<file path="config.mk">
export PLATFORM = sky130hd
export DESIGN_NAME = aor_audio_out
export DESIGN_NICKNAME = d
export VERILOG_FILES = /design/src/verilog/aor_pkg.sv /design/src/verilog/aor_audio_out.sv
export SDC_FILE = /design/constraint.sdc
export NUM_CORES = 2
export LEC_CHECK = 0
export ABC_AREA = 1
export BUFFER_PORTS_ARGS = -buffer_cell sky130_fd_sc_hd__buf_2
export CORE_UTILIZATION = 57
export DETAILED_ROUTE_END_ITERATION = 8
export GPL_ROUTABILITY_DRIVEN = 0
export MAX_ROUTING_LAYER = met4
export PLACE_DENSITY = 0.71
export REMOVE_ABC_BUFFERS = 1
export SETUP_SLACK_MARGIN = 0.05
export SYNTH_ARGS = -nofsm -noshare
export SYNTH_HDL_FRONTEND = slang
export SYNTH_SLANG_ARGS = --single-unit
export TNS_END_PERCENT = 50
</file>
<file path="constraint.sdc">
create_clock -name I_CLK_SYS -period 9.48 [get_ports I_CLK_SYS]
set_input_delay 0.948 -clock I_CLK_SYS [delete_from_list [all_inputs] [get_ports I_CLK_SYS]]
set_output_delay 0.948 -clock I_CLK_SYS [all_outputs]
set_load 0.01 [all_outputs]
</file>
<file path="src/verilog/aor_pkg.sv">
// constants and register map of the audio output rate-match and modulator block
package aor_pkg;
  // bus geometry
  localparam int AXI_AW = 16;
  localparam int AXI_DW = 32;
  localparam logic [1:0] RESP_OKAY = 2'h0;
  localparam logic [1:0] RESP_SLVERR = 2'h2;
  // register indices; byte address is four times the index
  localparam logic [13:0] IDX_PATH_CTRL = 14'h0560;
  localparam logic [13:0] IDX_GRP_MID = 14'h0561;
  localparam logic [13:0] IDX_VOLUME = 14'h0562;
  localparam logic [13:0] IDX_INTERP_CTRL = 14'h0563;
  localparam logic [13:0] IDX_STEP_TUNE = 14'h0564;
  localparam logic [13:0] IDX_STEP_LOW = 14'h0565;
  localparam logic [13:0] IDX_STEP_MID = 14'h0566;
  localparam logic [13:0] IDX_STEP_HIGH = 14'h0567;
  localparam logic [13:0] IDX_NOISE_L1 = 14'h0568;
  localparam logic [13:0] IDX_NOISE_L2 = 14'h0569;
  localparam logic [13:0] IDX_NOISE_R1 = 14'h056A;
  localparam logic [13:0] IDX_NOISE_R2 = 14'h056B;
  localparam logic [13:0] IDX_CONST_L_LO = 14'h056C;
  localparam logic [13:0] IDX_CONST_L_HI = 14'h056D;
  localparam logic [13:0] IDX_CONST_R_LO = 14'h056E;
  localparam logic [13:0] IDX_CONST_R_HI = 14'h056F;
  localparam logic [13:0] IDX_STATUS = 14'h0570;
  localparam int NUM_REGS = 16;
  localparam logic [7:0] REG_RST [NUM_REGS] = '{
    8'h04, 8'h40, 8'h40, 8'h64, 8'h01, 8'h90, 8'hC4, 8'h00,
    8'h50, 8'h40, 8'h10, 8'h00, 8'h00, 8'h00, 8'h00, 8'h00};
  // field positions
  localparam int F_MONO = 0;
  localparam int F_I2S_REC_EN = 1;
  localparam int F_ISO_PLAY_EN = 2;
  localparam int F_MOD_PLAY_EN = 3;
  localparam int F_I2S_PLAY_EN = 4;
  localparam int F_HPF_EN = 7;
  localparam int F_VOL_QUARTER = 0;
  localparam int F_VOL_HALF = 1;
  localparam int F_VOL_SHIFT_LO = 2;
  localparam int F_VOL_MUTE = 7;
  localparam int F_PWM_NO_X2 = 0;
  localparam int F_PWM_EN = 1;
  localparam int F_LINEAR = 2;
  localparam int F_SHAPE_L = 5;
  localparam int F_SHAPE_R = 6;
  localparam int F_I2S_SWAP = 7;
  localparam int F_PN_SECOND_EN = 5;
  localparam int F_PN_FIRST_EN = 6;
  localparam int F_MOD_EXCHANGE = 5;
  localparam int F_CONST_L = 5;
  localparam int F_CONST_R = 6;
  localparam int F_UNDERRUN = 2;
  // rate matcher: phase wraps at this value
  localparam logic [20:0] PHASE_WRAP = 21'h080000;
  localparam int PHASE_W = 19;
  // volume byte 0x40 (shift 16) is unity gain
  localparam int VOL_FRAC = 18;
  localparam int PN_MAX_BITS = 16;
  localparam logic [15:0] PN_SEED = 16'hACE1;
  localparam int HPF_SHIFT = 8;
  // converter clock derived from the 50 MHz system clock
  localparam int SYS_CLK_HZ = 50000000;
  localparam int CONV_CLK_HZ = 6250000;
  localparam int CONV_DIV = SYS_CLK_HZ / CONV_CLK_HZ;
endpackage

</file>
<file path="src/verilog/aor_audio_out.sv">
// audio output path: rate matcher, volume, high-pass, dither, modulators, serial player
`timescale 1ns/1ps
`default_nettype none
module aor_audio_out
  import aor_pkg::*;
#(
  parameter int CONV_DIVIDE = aor_pkg::CONV_DIV
) (
  // clock and reset
  input wire logic I_CLK_SYS,
  input wire logic I_RST,
  // register bus
  input wire logic [aor_pkg::AXI_AW-1:0] I_AWADDR,
  input wire logic I_AWVALID,
  output logic O_AWREADY,
  input wire logic [aor_pkg::AXI_DW-1:0] I_WDATA,
  input wire logic [3:0] I_WSTRB,
  input wire logic I_WVALID,
  output logic O_WREADY,
  output logic [1:0] O_BRESP,
  output logic O_BVALID,
  input wire logic I_BREADY,
  input wire logic [aor_pkg::AXI_AW-1:0] I_ARADDR,
  input wire logic I_ARVALID,
  output logic O_ARREADY,
  output logic [aor_pkg::AXI_DW-1:0] O_RDATA,
  output logic [1:0] O_RRESP,
  output logic O_RVALID,
  input wire logic I_RREADY,
  // sample stream from memory
  input wire logic I_SMP_VALID,
  input wire logic [15:0] I_SMP_LEFT,
  input wire logic [15:0] I_SMP_RIGHT,
  output logic O_SMP_READY,
  // modulator outputs
  output logic O_MOD_LEFT,
  output logic O_MOD_RIGHT,
  // serial audio player
  output logic O_SER_BCLK,
  output logic O_SER_LRCLK,
  output logic O_SER_DATA,
  // path enables for neighbouring blocks
  output logic O_I2S_REC_EN,
  output logic O_ISO_PLAY_EN
);
  logic [7:0] regs [NUM_REGS];
  logic underrun;
  logic bvalid, rvalid;
  logic [1:0] bresp, rresp;
  logic [31:0] rdata;
  logic [13:0] wr_idx, rd_idx;
  logic wr_hit, rd_hit, wr_go, rd_go;
  logic [7:0] div_cnt;
  logic conv_tick;
  logic [19:0] step_raw;
  logic [20:0] step_eff, phase_sum;
  logic [PHASE_W-1:0] phase;
  logic take;
  logic signed [15:0] prev_l, prev_r, cur_l, cur_r, interp_l, interp_r;
  logic signed [15:0] vol_l, vol_r, hp_l, hp_r, mod_in_l, mod_in_r;
  logic signed [31:0] lp_l, lp_r;
  logic [7:0] pwm_cnt;
  logic [4:0] ser_bit;
  logic [3:0] ser_div;
  logic [31:0] ser_shift;

  // ---------------- register bus ----------------
  assign wr_idx = I_AWADDR[AXI_AW-1:2];
  assign rd_idx = I_ARADDR[AXI_AW-1:2];
  assign wr_hit = (wr_idx[13:4] == IDX_PATH_CTRL[13:4]) || (wr_idx == IDX_STATUS);
  assign rd_hit = (rd_idx[13:4] == IDX_PATH_CTRL[13:4]) || (rd_idx == IDX_STATUS);
  // address and data are taken together, only while no response is pending
  assign wr_go = I_AWVALID && I_WVALID && !bvalid;
  assign rd_go = I_ARVALID && !rvalid;
  assign O_AWREADY = wr_go;
  assign O_WREADY = wr_go;
  assign O_ARREADY = rd_go;
  assign O_BVALID = bvalid;
  assign O_BRESP = bresp;
  assign O_RVALID = rvalid;
  assign O_RRESP = rresp;
  assign O_RDATA = rdata;

  always_ff @(posedge I_CLK_SYS) begin
    if (I_RST) begin
      for (int i = 0; i < NUM_REGS; i++) begin
        regs[i] <= REG_RST[i];
      end
    end else if (wr_go && I_WSTRB[0] && wr_idx[13:4] == IDX_PATH_CTRL[13:4]) begin
      regs[wr_idx[3:0]] <= I_WDATA[7:0];
    end
  end

  always_ff @(posedge I_CLK_SYS) begin
    if (I_RST) begin
      bvalid <= 1'b0;
      bresp <= RESP_OKAY;
    end else if (wr_go) begin
      bvalid <= 1'b1;
      bresp <= wr_hit ? RESP_OKAY : RESP_SLVERR;
    end else if (I_BREADY) begin
      bvalid <= 1'b0;
    end
  end

  always_ff @(posedge I_CLK_SYS) begin
    if (I_RST) begin
      rvalid <= 1'b0;
      rresp <= RESP_OKAY;
      rdata <= 32'h00000000;
    end else if (rd_go) begin
      rvalid <= 1'b1;
      rresp <= rd_hit ? RESP_OKAY : RESP_SLVERR;
      if (rd_idx == IDX_STATUS) begin
        rdata <= {29'h00000000, underrun, O_MOD_RIGHT, O_MOD_LEFT};
      end else if (rd_hit) begin
        rdata <= {24'h000000, regs[rd_idx[3:0]]};
      end else begin
        rdata <= 32'h00000000;
      end
    end else if (I_RREADY) begin
      rvalid <= 1'b0;
    end
  end

  // sticky underrun: a new miss wins over a write-one clear in the same cycle
  always_ff @(posedge I_CLK_SYS) begin
    if (I_RST) begin
      underrun <= 1'b0;
    end else if (take && !I_SMP_VALID) begin
      underrun <= 1'b1;
    end else if (wr_go && I_WSTRB[0] && wr_idx == IDX_STATUS && I_WDATA[F_UNDERRUN]) begin
      underrun <= 1'b0;
    end
  end

  assign O_I2S_REC_EN = regs[0][F_I2S_REC_EN];
  assign O_ISO_PLAY_EN = regs[0][F_ISO_PLAY_EN];

  // ---------------- converter rate tick and rate matcher ----------------
  always_ff @(posedge I_CLK_SYS) begin
    if (I_RST || conv_tick) begin
      div_cnt <= 8'h00;
    end else begin
      div_cnt <= div_cnt + 8'h01;
    end
  end
  assign conv_tick = (div_cnt == 8'(CONV_DIVIDE - 1));

  assign step_raw = {regs[7], regs[6], regs[5][7:4]};
  // tune byte adds a small unsigned offset to the programmed step
  assign step_eff = {1'b0, step_raw} + {13'h0000, regs[4]};
  assign phase_sum = {2'h0, phase} + step_eff;
  assign take = conv_tick && (phase_sum >= PHASE_WRAP);
  assign O_SMP_READY = take;

  always_ff @(posedge I_CLK_SYS) begin
    if (I_RST) begin
      phase <= '0;
    end else if (conv_tick) begin
      phase <= phase_sum[PHASE_W-1:0];
    end
  end

  // a miss on the stream holds the last sample instead of stalling the converter
  always_ff @(posedge I_CLK_SYS) begin
    if (I_RST) begin
      prev_l <= '0;
      prev_r <= '0;
      cur_l <= '0;
      cur_r <= '0;
    end else if (take && I_SMP_VALID) begin
      prev_l <= cur_l;
      prev_r <= cur_r;
      cur_l <= regs[3][F_I2S_SWAP] ? I_SMP_RIGHT : I_SMP_LEFT;
      cur_r <= regs[3][F_I2S_SWAP] ? I_SMP_LEFT : I_SMP_RIGHT;
    end
  end

  function automatic logic signed [15:0] lerp(input logic signed [15:0] a,
                                              input logic signed [15:0] b,
                                              input logic [7:0] w);
    logic signed [25:0] d;
    d = ($signed({{10{b[15]}}, b}) - $signed({{10{a[15]}}, a})) * $signed({18'h00000, w});
    return 16'(a + 16'(d >>> 8));
  endfunction

  always_ff @(posedge I_CLK_SYS) begin
    if (I_RST) begin
      interp_l <= '0;
      interp_r <= '0;
    end else if (conv_tick) begin
      if (regs[3][F_LINEAR]) begin
        interp_l <= lerp(prev_l, cur_l, phase[PHASE_W-1 -: 8]);
        interp_r <= lerp(prev_r, cur_r, phase[PHASE_W-1 -: 8]);
      end else begin
        interp_l <= cur_l;
        interp_r <= cur_r;
      end
    end
  end

  // ---------------- volume ----------------
  function automatic logic signed [15:0] volume(input logic signed [15:0] x,
                                                input logic [7:0] v);
    logic signed [19:0] p;
    logic signed [51:0] w;
    p = 20'(($signed({{4{x[15]}}, x}) <<< 2) + (v[F_VOL_QUARTER] ? {{4{x[15]}}, x} : 20'h00000)
        + (v[F_VOL_HALF] ? ($signed({{4{x[15]}}, x}) <<< 1) : 20'h00000));
    w = ($signed({{32{p[19]}}, p}) <<< v[6:F_VOL_SHIFT_LO]) >>> VOL_FRAC;
    if (v[F_VOL_MUTE]) begin
      return 16'h0000;
    end else if (w > 52'sh7FFF) begin
      return 16'h7FFF;
    end else if (w < -52'sh8000) begin
      return 16'h8000;
    end
    return w[15:0];
  endfunction

  always_ff @(posedge I_CLK_SYS) begin
    if (I_RST) begin
      vol_l <= '0;
      vol_r <= '0;
    end else if (conv_tick) begin
      vol_l <= volume(interp_l, regs[2]);
      vol_r <= volume(interp_r, regs[2]);
    end
  end

  // ---------------- high-pass: subtract a slow running mean ----------------
  always_ff @(posedge I_CLK_SYS) begin
    if (I_RST) begin
      lp_l <= '0;
      lp_r <= '0;
      hp_l <= '0;
      hp_r <= '0;
    end else if (conv_tick) begin
      lp_l <= lp_l + ((32'(vol_l) <<< HPF_SHIFT) - lp_l) / (2 ** HPF_SHIFT);
      lp_r <= lp_r + ((32'(vol_r) <<< HPF_SHIFT) - lp_r) / (2 ** HPF_SHIFT);
      if (regs[0][F_HPF_EN]) begin
        hp_l <= 16'(vol_l - 16'(lp_l >>> HPF_SHIFT));
        hp_r <= 16'(vol_r - 16'(lp_r >>> HPF_SHIFT));
      end else begin
        hp_l <= vol_l;
        hp_r <= vol_r;
      end
    end
  end

  // mono copies left to both; exchange swaps what each modulator sees
  always_ff @(posedge I_CLK_SYS) begin
    if (I_RST) begin
      mod_in_l <= '0;
      mod_in_r <= '0;
    end else if (conv_tick) begin
      if (regs[0][F_MONO]) begin
        mod_in_l <= hp_l;
        mod_in_r <= hp_l;
      end else if (regs[10][F_MOD_EXCHANGE]) begin
        mod_in_l <= hp_r;
        mod_in_r <= hp_l;
      end else begin
        mod_in_l <= hp_l;
        mod_in_r <= hp_r;
      end
    end
  end

  always_ff @(posedge I_CLK_SYS) begin
    if (I_RST) begin
      pwm_cnt <= 8'h00;
    end else begin
      pwm_cnt <= pwm_cnt + 8'h01;
    end
  end

  // ---------------- dither and modulators, one per channel ----------------
  logic [1:0] mod_bit;
  logic signed [15:0] dith_q [2];
  logic [7:0] cfg_a [2];
  logic [7:0] cfg_b [2];
  logic [1:0] const_sel, shape_sel;
  logic [15:0] const_val [2];
  logic signed [15:0] mod_src [2];

  assign cfg_a[0] = regs[8];
  assign cfg_a[1] = regs[10];
  assign cfg_b[0] = regs[9];
  assign cfg_b[1] = regs[11];
  assign const_sel = {regs[11][F_CONST_R], regs[11][F_CONST_L]};
  assign shape_sel = {regs[3][F_SHAPE_R], regs[3][F_SHAPE_L]};
  assign const_val[0] = {regs[13], regs[12]};
  assign const_val[1] = {regs[15], regs[14]};
  assign mod_src[0] = mod_in_l;
  assign mod_src[1] = mod_in_r;

  function automatic logic signed [15:0] pn_take(input logic [15:0] s, input logic [4:0] n);
    logic [4:0] k;
    logic [16:0] m;
    k = (n > 5'(PN_MAX_BITS)) ? 5'(PN_MAX_BITS) : n;
    m = (17'h00001 << k) - 17'h00001;
    // centre the masked value around zero
    return 16'(({1'b0, s} & m) - (m >> 1));
  endfunction

  for (genvar ch = 0; ch < 2; ch++) begin : g_chan
    logic [15:0] lfsr_a, lfsr_b;
    logic signed [15:0] pn_sum, pn_prev;
    logic signed [19:0] acc;
    logic signed [16:0] pwm_val;
    // first generator enable bit sits in the first config byte for the left
    // channel and in the left channel's second byte for the right channel
    logic en_first, en_second;
    assign en_first = (ch == 0) ? cfg_a[0][F_PN_FIRST_EN] : cfg_b[0][F_PN_FIRST_EN];
    assign en_second = (ch == 0) ? cfg_a[0][F_PN_SECOND_EN] : cfg_b[0][F_PN_SECOND_EN];
    assign pn_sum = 16'((en_first ? pn_take(lfsr_a, cfg_a[ch][4:0]) : 16'h0000)
                  + (en_second ? pn_take(lfsr_b, cfg_b[ch][4:0]) : 16'h0000));

    always_ff @(posedge I_CLK_SYS) begin
      if (I_RST) begin
        lfsr_a <= PN_SEED;
        lfsr_b <= ~PN_SEED;
        pn_prev <= '0;
        dith_q[ch] <= '0;
      end else if (conv_tick) begin
        lfsr_a <= {lfsr_a[14:0], lfsr_a[15] ^ lfsr_a[13] ^ lfsr_a[12] ^ lfsr_a[10]};
        lfsr_b <= {lfsr_b[14:0], lfsr_b[15] ^ lfsr_b[14] ^ lfsr_b[12] ^ lfsr_b[3]};
        pn_prev <= pn_sum;
        if (const_sel[ch]) begin
          dith_q[ch] <= const_val[ch];
        end else if (shape_sel[ch]) begin
          dith_q[ch] <= 16'(pn_sum - pn_prev);
        end else begin
          dith_q[ch] <= pn_sum;
        end
      end
    end

    // first-order loop: error accumulator, sign is the output bit
    always_ff @(posedge I_CLK_SYS) begin
      if (I_RST) begin
        acc <= '0;
      end else if (conv_tick) begin
        acc <= acc + 20'(mod_src[ch]) + 20'(dith_q[ch])
             - (acc[19] ? -20'sh08000 : 20'sh07FFF);
      end
    end

    assign pwm_val = regs[3][F_PWM_NO_X2] ? 17'(mod_src[ch]) : 17'(mod_src[ch]) <<< 1;

    always_ff @(posedge I_CLK_SYS) begin
      if (I_RST) begin
        mod_bit[ch] <= 1'b0;
      end else if (!regs[0][F_MOD_PLAY_EN]) begin
        mod_bit[ch] <= 1'b0;
      end else if (regs[3][F_PWM_EN]) begin
        mod_bit[ch] <= pwm_cnt < (pwm_val[16:9] ^ 8'h80);
      end else begin
        mod_bit[ch] <= ~acc[19];
      end
    end
  end

  assign O_MOD_LEFT = mod_bit[0];
  assign O_MOD_RIGHT = mod_bit[1];

  // ---------------- serial player: 16 bits left then right, MSB first ----------------
  always_ff @(posedge I_CLK_SYS) begin
    if (I_RST || !regs[0][F_I2S_PLAY_EN]) begin
      ser_div <= 4'h0;
      ser_bit <= 5'h00;
      ser_shift <= 32'h00000000;
      O_SER_BCLK <= 1'b0;
      O_SER_LRCLK <= 1'b0;
      O_SER_DATA <= 1'b0;
    end else if (ser_div == regs[5][3:0]) begin
      ser_div <= 4'h0;
      O_SER_BCLK <= ~O_SER_BCLK;
      if (O_SER_BCLK) begin
        ser_bit <= ser_bit + 5'h01;
        O_SER_LRCLK <= ser_bit[4];
        O_SER_DATA <= (ser_bit == 5'h00) ? mod_in_l[15] : ser_shift[31];
        ser_shift <= (ser_bit == 5'h00) ? {mod_in_l[14:0], mod_in_r, 1'b0} : ser_shift << 1;
      end
    end else begin
      ser_div <= ser_div + 4'h1;
    end
  end
endmodule
`default_nettype wire

</file>
## After elaboration in Yosys (flattened, before gate mapping)

Memories as Yosys holds them, arrays and structs flattened.
Index checks and enable logic that the tools add are counted.

- Input port bits: 108
- Bits in read-only memories: 0
- Memories: 2
- Bits in latches: 0
- Output and inout port bits: 49
- Register bits: 512
- Memory bits (writable): 160
- Word-level logic and storage cells: 264

Memories:

| memory | depth | width | read ports | clocked after Yosys merged registers in | wr ports | RTL line | text |
|---|---|---|---|---|---|---|---|
| regs | 16 | 8 | 16 | 0 | 16 | aor_audio_out.sv:46 | `logic [7:0] regs [NUM_REGS];` |
| dith_q | 2 | 16 | 2 | 0 | 2 | aor_audio_out.sv:280 | `logic signed [15:0] dith_q [2];` |

- Eq/ne operators: 6
- Multipliers: 2
- Shifts and indexed selects: 6
- Add/sub/neg operators: 40
- Reduce and logical (&&, ||, !) cells: 28
- Bitwise operators: 30
- $lt $le $gt $ge: 11
- Div/mod/pow operators: 0
- Muxes and demuxes: 100

Operator list:

| operator | count |
|---|---|
| $mux 16 | 30 |
| $sub 16x16->16 | 8 |
| $mux 20 | 6 |
| $sshl 20x5->52 | 2 |
| $add 20x16->20 | 4 |
| $add 20x20->20 | 4 |
| $gt 34x16->1 const B | 2 |
| $lt 34x16->1 const B | 2 |
| $shl 1x5->17 const A | 4 |
| $sub 17x1->17 const B | 4 |
| $add 16x16->16 | 4 |
| $add 32x1->32 | 2 |
| $add 32x32->32 | 2 |
| $and 16x16->16 | 4 |
| $sub 24x32->32 | 2 |
| $mux 1 | 53 |
| $mul 17x9->24 | 2 |
| $sub 20x20->20 | 2 |
| $sub 16x16->17 | 2 |
| $mux 32 | 1 |
| $eq 14x11->1 const B | 2 |
| $mux 8 | 3 |
| $reduce_or 8->1 | 3 |
| $add 19x21->21 | 1 |
| other kinds (24) | 74 |

## Longest topological paths before layout

An unclocked memory read counts as a cell.

- Depth in word-level cells: 12
- Mapped depth: 50
- Depth with buffers taken out: 50

## Worst setup path before layout

Ideal clock, no wire load.

- Kind: reg-to-reg
- Start: register cur_l[0]
- End: register interp_l[15]
- Required time: 9,406 ps
- Stages on the path, launching flop included: 48
- Path buffers: 0
- Setup time: 74 ps
- Period minus slack after synthesis: 7,405 ps
- Arrival: 7,331 ps
- Setup slack: 2,075 ps
- Path through: dfxtp_1 > inv_1 > ha_1 > inv_1 > fa_1 > nand2_1 > nand2_1 > a21oi_1 > o21ai_0 > nand2_1 > nand2_1 > nand2_1 > nand2_1 > a31oi_1 > xor2_1 > nand2_1 > fa_1 > fa_1 > (+12 left out) > xor2_1 > ha_1 > a21oi_1 > o21ai_0 > nand2_1 > nand2_1 > a21oi_1 > o21ai_0 > nand3_1 > nand2_1 > a21oi_1 > nor2_1 > nor2_1 > xor2_1 > nand2_1 > nand2_1 > nor2_1 > o21ai_0

- Word-level cells in the longest chain between the ends: 4

Ends and longest elaborated chain:

| what | RTL line | text |
|---|---|---|
| start: declaration | aor_audio_out.sv:59 | `logic signed [15:0] prev_l, prev_r, cur_l, cur_r, interp_l, interp_r;` |
| start signal: assignment | aor_audio_out.sv:175 | `cur_l <= regs[3][F_I2S_SWAP] ? I_SMP_RIGHT : I_SMP_LEFT;` |
| $sub 16x16->17 | aor_audio_out.sv:184 | `d = ($signed({{10{b[15]}}, b}) - $signed({{10{a[15]}}, a})) * $signed({18'h00000, w});` |
| $mul 17x9->24 | aor_audio_out.sv:184 |  |
| $add 16x16->16 | aor_audio_out.sv:185 | `return 16'(a + 16'(d >>> 8));` |
| $mux 16 | aor_audio_out.sv:193 | `if (regs[3][F_LINEAR]) begin` |
| end signal: assignment | aor_audio_out.sv:194 | `interp_l <= lerp(prev_l, cur_l, phase[PHASE_W-1 -: 8]);` |
| end signal: assignment | aor_audio_out.sv:197 | `interp_l <= cur_l;` |
| end: declaration | aor_audio_out.sv:59 |  |

No other way between the ends.
A chain may end at the register's enable or synchronous reset.

## Final worst setup path

- Start: register prev_r[2]
- End: register interp_r[15]

- Word-level cells in the longest chain between the ends: 4

Ends and longest elaborated chain:

| what | RTL line | text |
|---|---|---|
| start: declaration | aor_audio_out.sv:59 |  |
| start signal: assignment | aor_audio_out.sv:174 | `prev_r <= cur_r;` |
| $sub 16x16->17 | aor_audio_out.sv:184 |  |
| $mul 17x9->24 | aor_audio_out.sv:184 |  |
| $add 16x16->16 (*) | aor_audio_out.sv:185 |  |
| $mux 16 (*) | aor_audio_out.sv:193 |  |
| end signal: assignment | aor_audio_out.sv:195 | `interp_r <= lerp(prev_r, cur_r, phase[PHASE_W-1 -: 8]);` |
| end signal: assignment | aor_audio_out.sv:198 | `interp_r <= cur_r;` |
| end: declaration | aor_audio_out.sv:59 |  |

Every way passes the cells marked *; elsewhere a longest branch is shown, timed or not.

==> out/results.md <==
* **vias per cell** 5.62
* **flip-flop and latch count after synthesis** 645
* **area of combinational cells with multiple inputs** 39,200 um2
* **final hold violation count** 0
* **number of cells on the worst reg-to-reg path** 49
* **endpoint of the most critical register-to-register path** interp_r[15]
* **setup repair bufs after CTS** 0
* **CP peak stage delay** 0.52 ns
* **worst setup path category** reg -> reg
* **number of global-route vias before repair** 51,900
* **max-cap violations** 0
* **final count of negative-setup-slack endpoints** 0
* **worst-case headroom to the max-slew limit** 15.8%
* **number of input and output port buffers inserted** 99
* **starting density of the core** 57.7%
* **share of cells above drive strength 1** 4.63%
* **type of element launching the critical path** flop
* **Hold Path Origin** div_cnt[0]
* **most common library cells after synthesis** 1,743 x sky130_fd_sc_hd__nand2_1, 1,275 x sky130_fd_sc_hd__inv_1, 937 x sky130_fd_sc_hd__nor2_1, 659 x sky130_fd_sc_hd__o21ai_0, 606 x sky130_fd_sc_hd__a21oi_1
* **utilization after layout** 61.6%
* **critical path data required time** 10.04 ns
* **Rows** 118
* **leakage power** 0.0315 uW
* **area share of the leading cell type in the synthesized netlist** 16.2%
* **placeable core area** 104,000 um2
* **number of cells on the worst hold path** 1
* **detailed placement HPWL** 127,000 um
* **number of synthesized flops with an enable pin** 160
* **Worst Hold Class** reg -> reg
* **clock tree sinks** 645
* **final global-route overflow total** 0
* **Unique masters post-synth** 67
* **Sequential Area** 14,500 um2
* **number of resized instances in the post-cts repair step** 0
* **largest net degree at the start of global routing** 108
* **mean instance size in the synthesized netlist** 7.08 um2
* **library cell contributing the largest single delay on the critical path** sky130_fd_sc_hd__fa_1
* **overall die area** 106,000 um2
* **Layout Skew** 0.0390 ns
* **Critical Path Start** prev_r[2]
* **Fillers** 9,485
* **chip height** 326 um
* **first drt pass iteration count** 6
* **cell repeated most along the worst path** sky130_fd_sc_hd__nand2_1
* **run status** finished, final reports clean
* **TNS Setup** 0 ns
* **unrepaired setup endpoints after global routing** no
* **highest clock rate** 118 MHz
* **leading register cell type out of synthesis** sky130_fd_sc_hd__dfxtp_1
* **part of the Yosys area used for sequential elements** 24.2%
* **Reg2Reg Setup Slack** 1.03 ns
* **wirelength, routed** 169,000 um
* **worst voltage drop across the vdd grid** 0.139 mV
* **Layout Nets** 9,350
* **ports placed on the boundary** 157
* **clock tree from TritonCTS** done
* **CTS clk-pin slew, worst paths** 0.06 ns
* **overall die width** 326 um
* **Antenna Nets Post-Route** 0
* **routed via count** 55,400
* **Crit Reg-Reg Startpoint** prev_r[2]
* **largest area contributor in the netlist** sky130_fd_sc_hd__dfxtp_1
* **worst skew pair latency** 0.67 ns
* **Clk Tree Root Cell** sky130_fd_sc_hd__clkbuf_16
* **CP Capture Type** flop
* **maximum count of clock buffers along a single path** 3
* **global routing usage summed across all routing layers** 32.5%
* **iteration-0 DRC count of the detailed router** 4,754
* **Final Worst Setup Slack** 1.03 ns
* **Yosys Warn Count** 0
* **average wire per standard cell** 17.1 um
* **Slew Limit Fails** 0
* **residual DRC count** 0
* **WP data arrival** 9.01 ns
* **top-count cell post-synth** sky130_fd_sc_hd__nand2_1
* **area of the mapped netlist** 59,900 um2
* **critical-path maximum fanout** 6
* **transition time at the pin with the least slew margin** 1.26 ns
* **worst setup slack before clock tree synthesis** 1.06 ns
* **number of antenna violations at the first check in global routing** 5
* **post-cts hold buffer count** 0
* **TritonCTS Buffers** 78
* **cell types with the largest area share after synthesis** sky130_fd_sc_hd__dfxtp_1 16%, sky130_fd_sc_hd__fa_1 11%, sky130_fd_sc_hd__nand2_1 11%
* **minimum clock period** 8.45 ns
* **Syn Inst Count** 8,456
* **share of async-settable or async-resettable flops after synthesis** 0%
* **H-tree depth** 3
* **final period utilization** 89.2%
* **signed area change from the synthesized netlist to the final layout** 6.78%
* **sink of the worst hold path** div_cnt[0]
* **wire length of the first global-routing pass** 272,000 um
* **power density over cell area** 109 nW/um2
==> worst max-delay path by stage <==
stage / cells past startpoint / to / slack (ns)
finish: 49 / interp_r[15] / 1.03
global route: 49 / interp_r[15] / 0.07
CTS: 49 / interp_r[15] / 1.04
detailed placement: 49 / interp_r[15] / 1.06
global placement: 49 / interp_r[15] / 1.01
floorplan: 11 / dith_q[0][3] / -4.31
==> area by class of cell <==
cell class                 instances  area share (%)
inverter                        1297            7.64
tap                             1380            2.70
antenna                            3          0.0117
clock inverter                    43           0.752
multi-input combinational       6227            61.4
clock buffer                     103            3.47
timing repair buffer             147            1.34
sequential                       645            22.7
==> logic make-up after synthesis <==
logic type                 share of synthesized area, %
xor gates and xnor gates                           3.78
other                                           0.00627
and+or+nand+nor                                    22.7
buffers and inverters                              10.4
adders and majority gates                          21.9
DFF                                                24.2
muxes                                             0.669
AOI/OAI and AO/OA                                  16.3
==> state kept, by name, summed over array words and instances (netlist names), 19 cells and up <==
signal	count
g_chan.pn_prev	32
g_chan.acc	40
regs	128
lp_r	32
ser_shift	31
g_chan.lfsr_b	32
g_chan.lfsr_a	32
phase	19
lp_l	32
dith_q	32
==> cell usage in the layout, fill, tap and decap left out, types with 12 or more instances in the layout <==
| cell type | instances |
|---|---|
| sky130_fd_sc_hd__nand2_2 | 24 |
| sky130_fd_sc_hd__o21a_1 | 16 |
| sky130_fd_sc_hd__nor3_1 | 42 |
| sky130_fd_sc_hd__xnor2_1 | 92 |
| sky130_fd_sc_hd__or2_2 | 26 |
| sky130_fd_sc_hd__o22ai_1 | 140 |
| sky130_fd_sc_hd__edfxtp_1 | 160 |
| sky130_fd_sc_hd__o311ai_0 | 16 |
| sky130_fd_sc_hd__o211ai_1 | 20 |
| sky130_fd_sc_hd__a211oi_1 | 43 |
| sky130_fd_sc_hd__fa_1 | 339 |
| sky130_fd_sc_hd__xor2_1 | 166 |
| sky130_fd_sc_hd__nor2_2 | 15 |
| sky130_fd_sc_hd__o221ai_1 | 28 |
| sky130_fd_sc_hd__o21bai_1 | 26 |
| sky130_fd_sc_hd__a21oi_1 | 606 |
| sky130_fd_sc_hd__a22oi_1 | 38 |
| sky130_fd_sc_hd__buf_4 | 48 |
| sky130_fd_sc_hd__clkinv_2 | 16 |
| sky130_fd_sc_hd__inv_1 | 1272 |
| sky130_fd_sc_hd__ha_1 | 507 |
| sky130_fd_sc_hd__a21o_1 | 15 |
| sky130_fd_sc_hd__clkinv_1 | 12 |
| sky130_fd_sc_hd__inv_2 | 14 |
| sky130_fd_sc_hd__and2_1 | 14 |
| sky130_fd_sc_hd__nand2_1 | 1743 |
| sky130_fd_sc_hd__nor2_1 | 933 |
| sky130_fd_sc_hd__dfxtp_1 | 484 |
| sky130_fd_sc_hd__buf_2 | 99 |
| sky130_fd_sc_hd__clkbuf_16 | 81 |
| sky130_fd_sc_hd__o21ai_0 | 659 |
| sky130_fd_sc_hd__nand3_1 | 378 |
| sky130_fd_sc_hd__conb_1 | 26 |
| sky130_fd_sc_hd__o31ai_1 | 12 |
| sky130_fd_sc_hd__mux2i_1 | 40 |
| sky130_fd_sc_hd__o21ai_1 | 37 |
| sky130_fd_sc_hd__a31oi_1 | 43 |
| sky130_fd_sc_hd__nand4_1 | 83 |
==> report_power, final <==
group	switching (uW)	internal [uW]
Combinational	625	297
Sequential	29.9	2840
Clock	1320	1860
Total	1980	5000
==> layer usage <==
metal	wire [um]	global-route usage, %	up-vias
li1	-	-	27500
met5	0	-	-
met1	75200	43.7	25700
met3	13100	4.65	313
met2	74700	50.1	1869
met4	5840	10.5	0
==> metrics by stage <==
stage / total power [uW] / instances / hold WS [ns] / instance area, um2
after global placement: 3810 / 9696 / 0.429 / 61200
after global routing: 7230 / 9845 / 0.476 / 63900
after CTS: 6990 / 9842 / 0.451 / 63900
final: 6980 / 9845 / 0.447 / 63900
after detailed placement: 3830 / 9696 / 0.440 / 61200
after floorplan: 3560 / 8169 / 0.418 / 58600
==> worst max-delay path, delay by kind of cell (launching register included) <==
family                   cells  cell delay (ns)
adder cells (fa/ha/maj)      7             3.01
flip-flops                   1             0.34
XOR/XNOR                     2             0.57
AND/OR/NAND/NOR             21             1.45
AO/OA/AOI/OAI               13             2.62
buffers and inverters        6             0.33
Power figures use the tool's default switching activity.
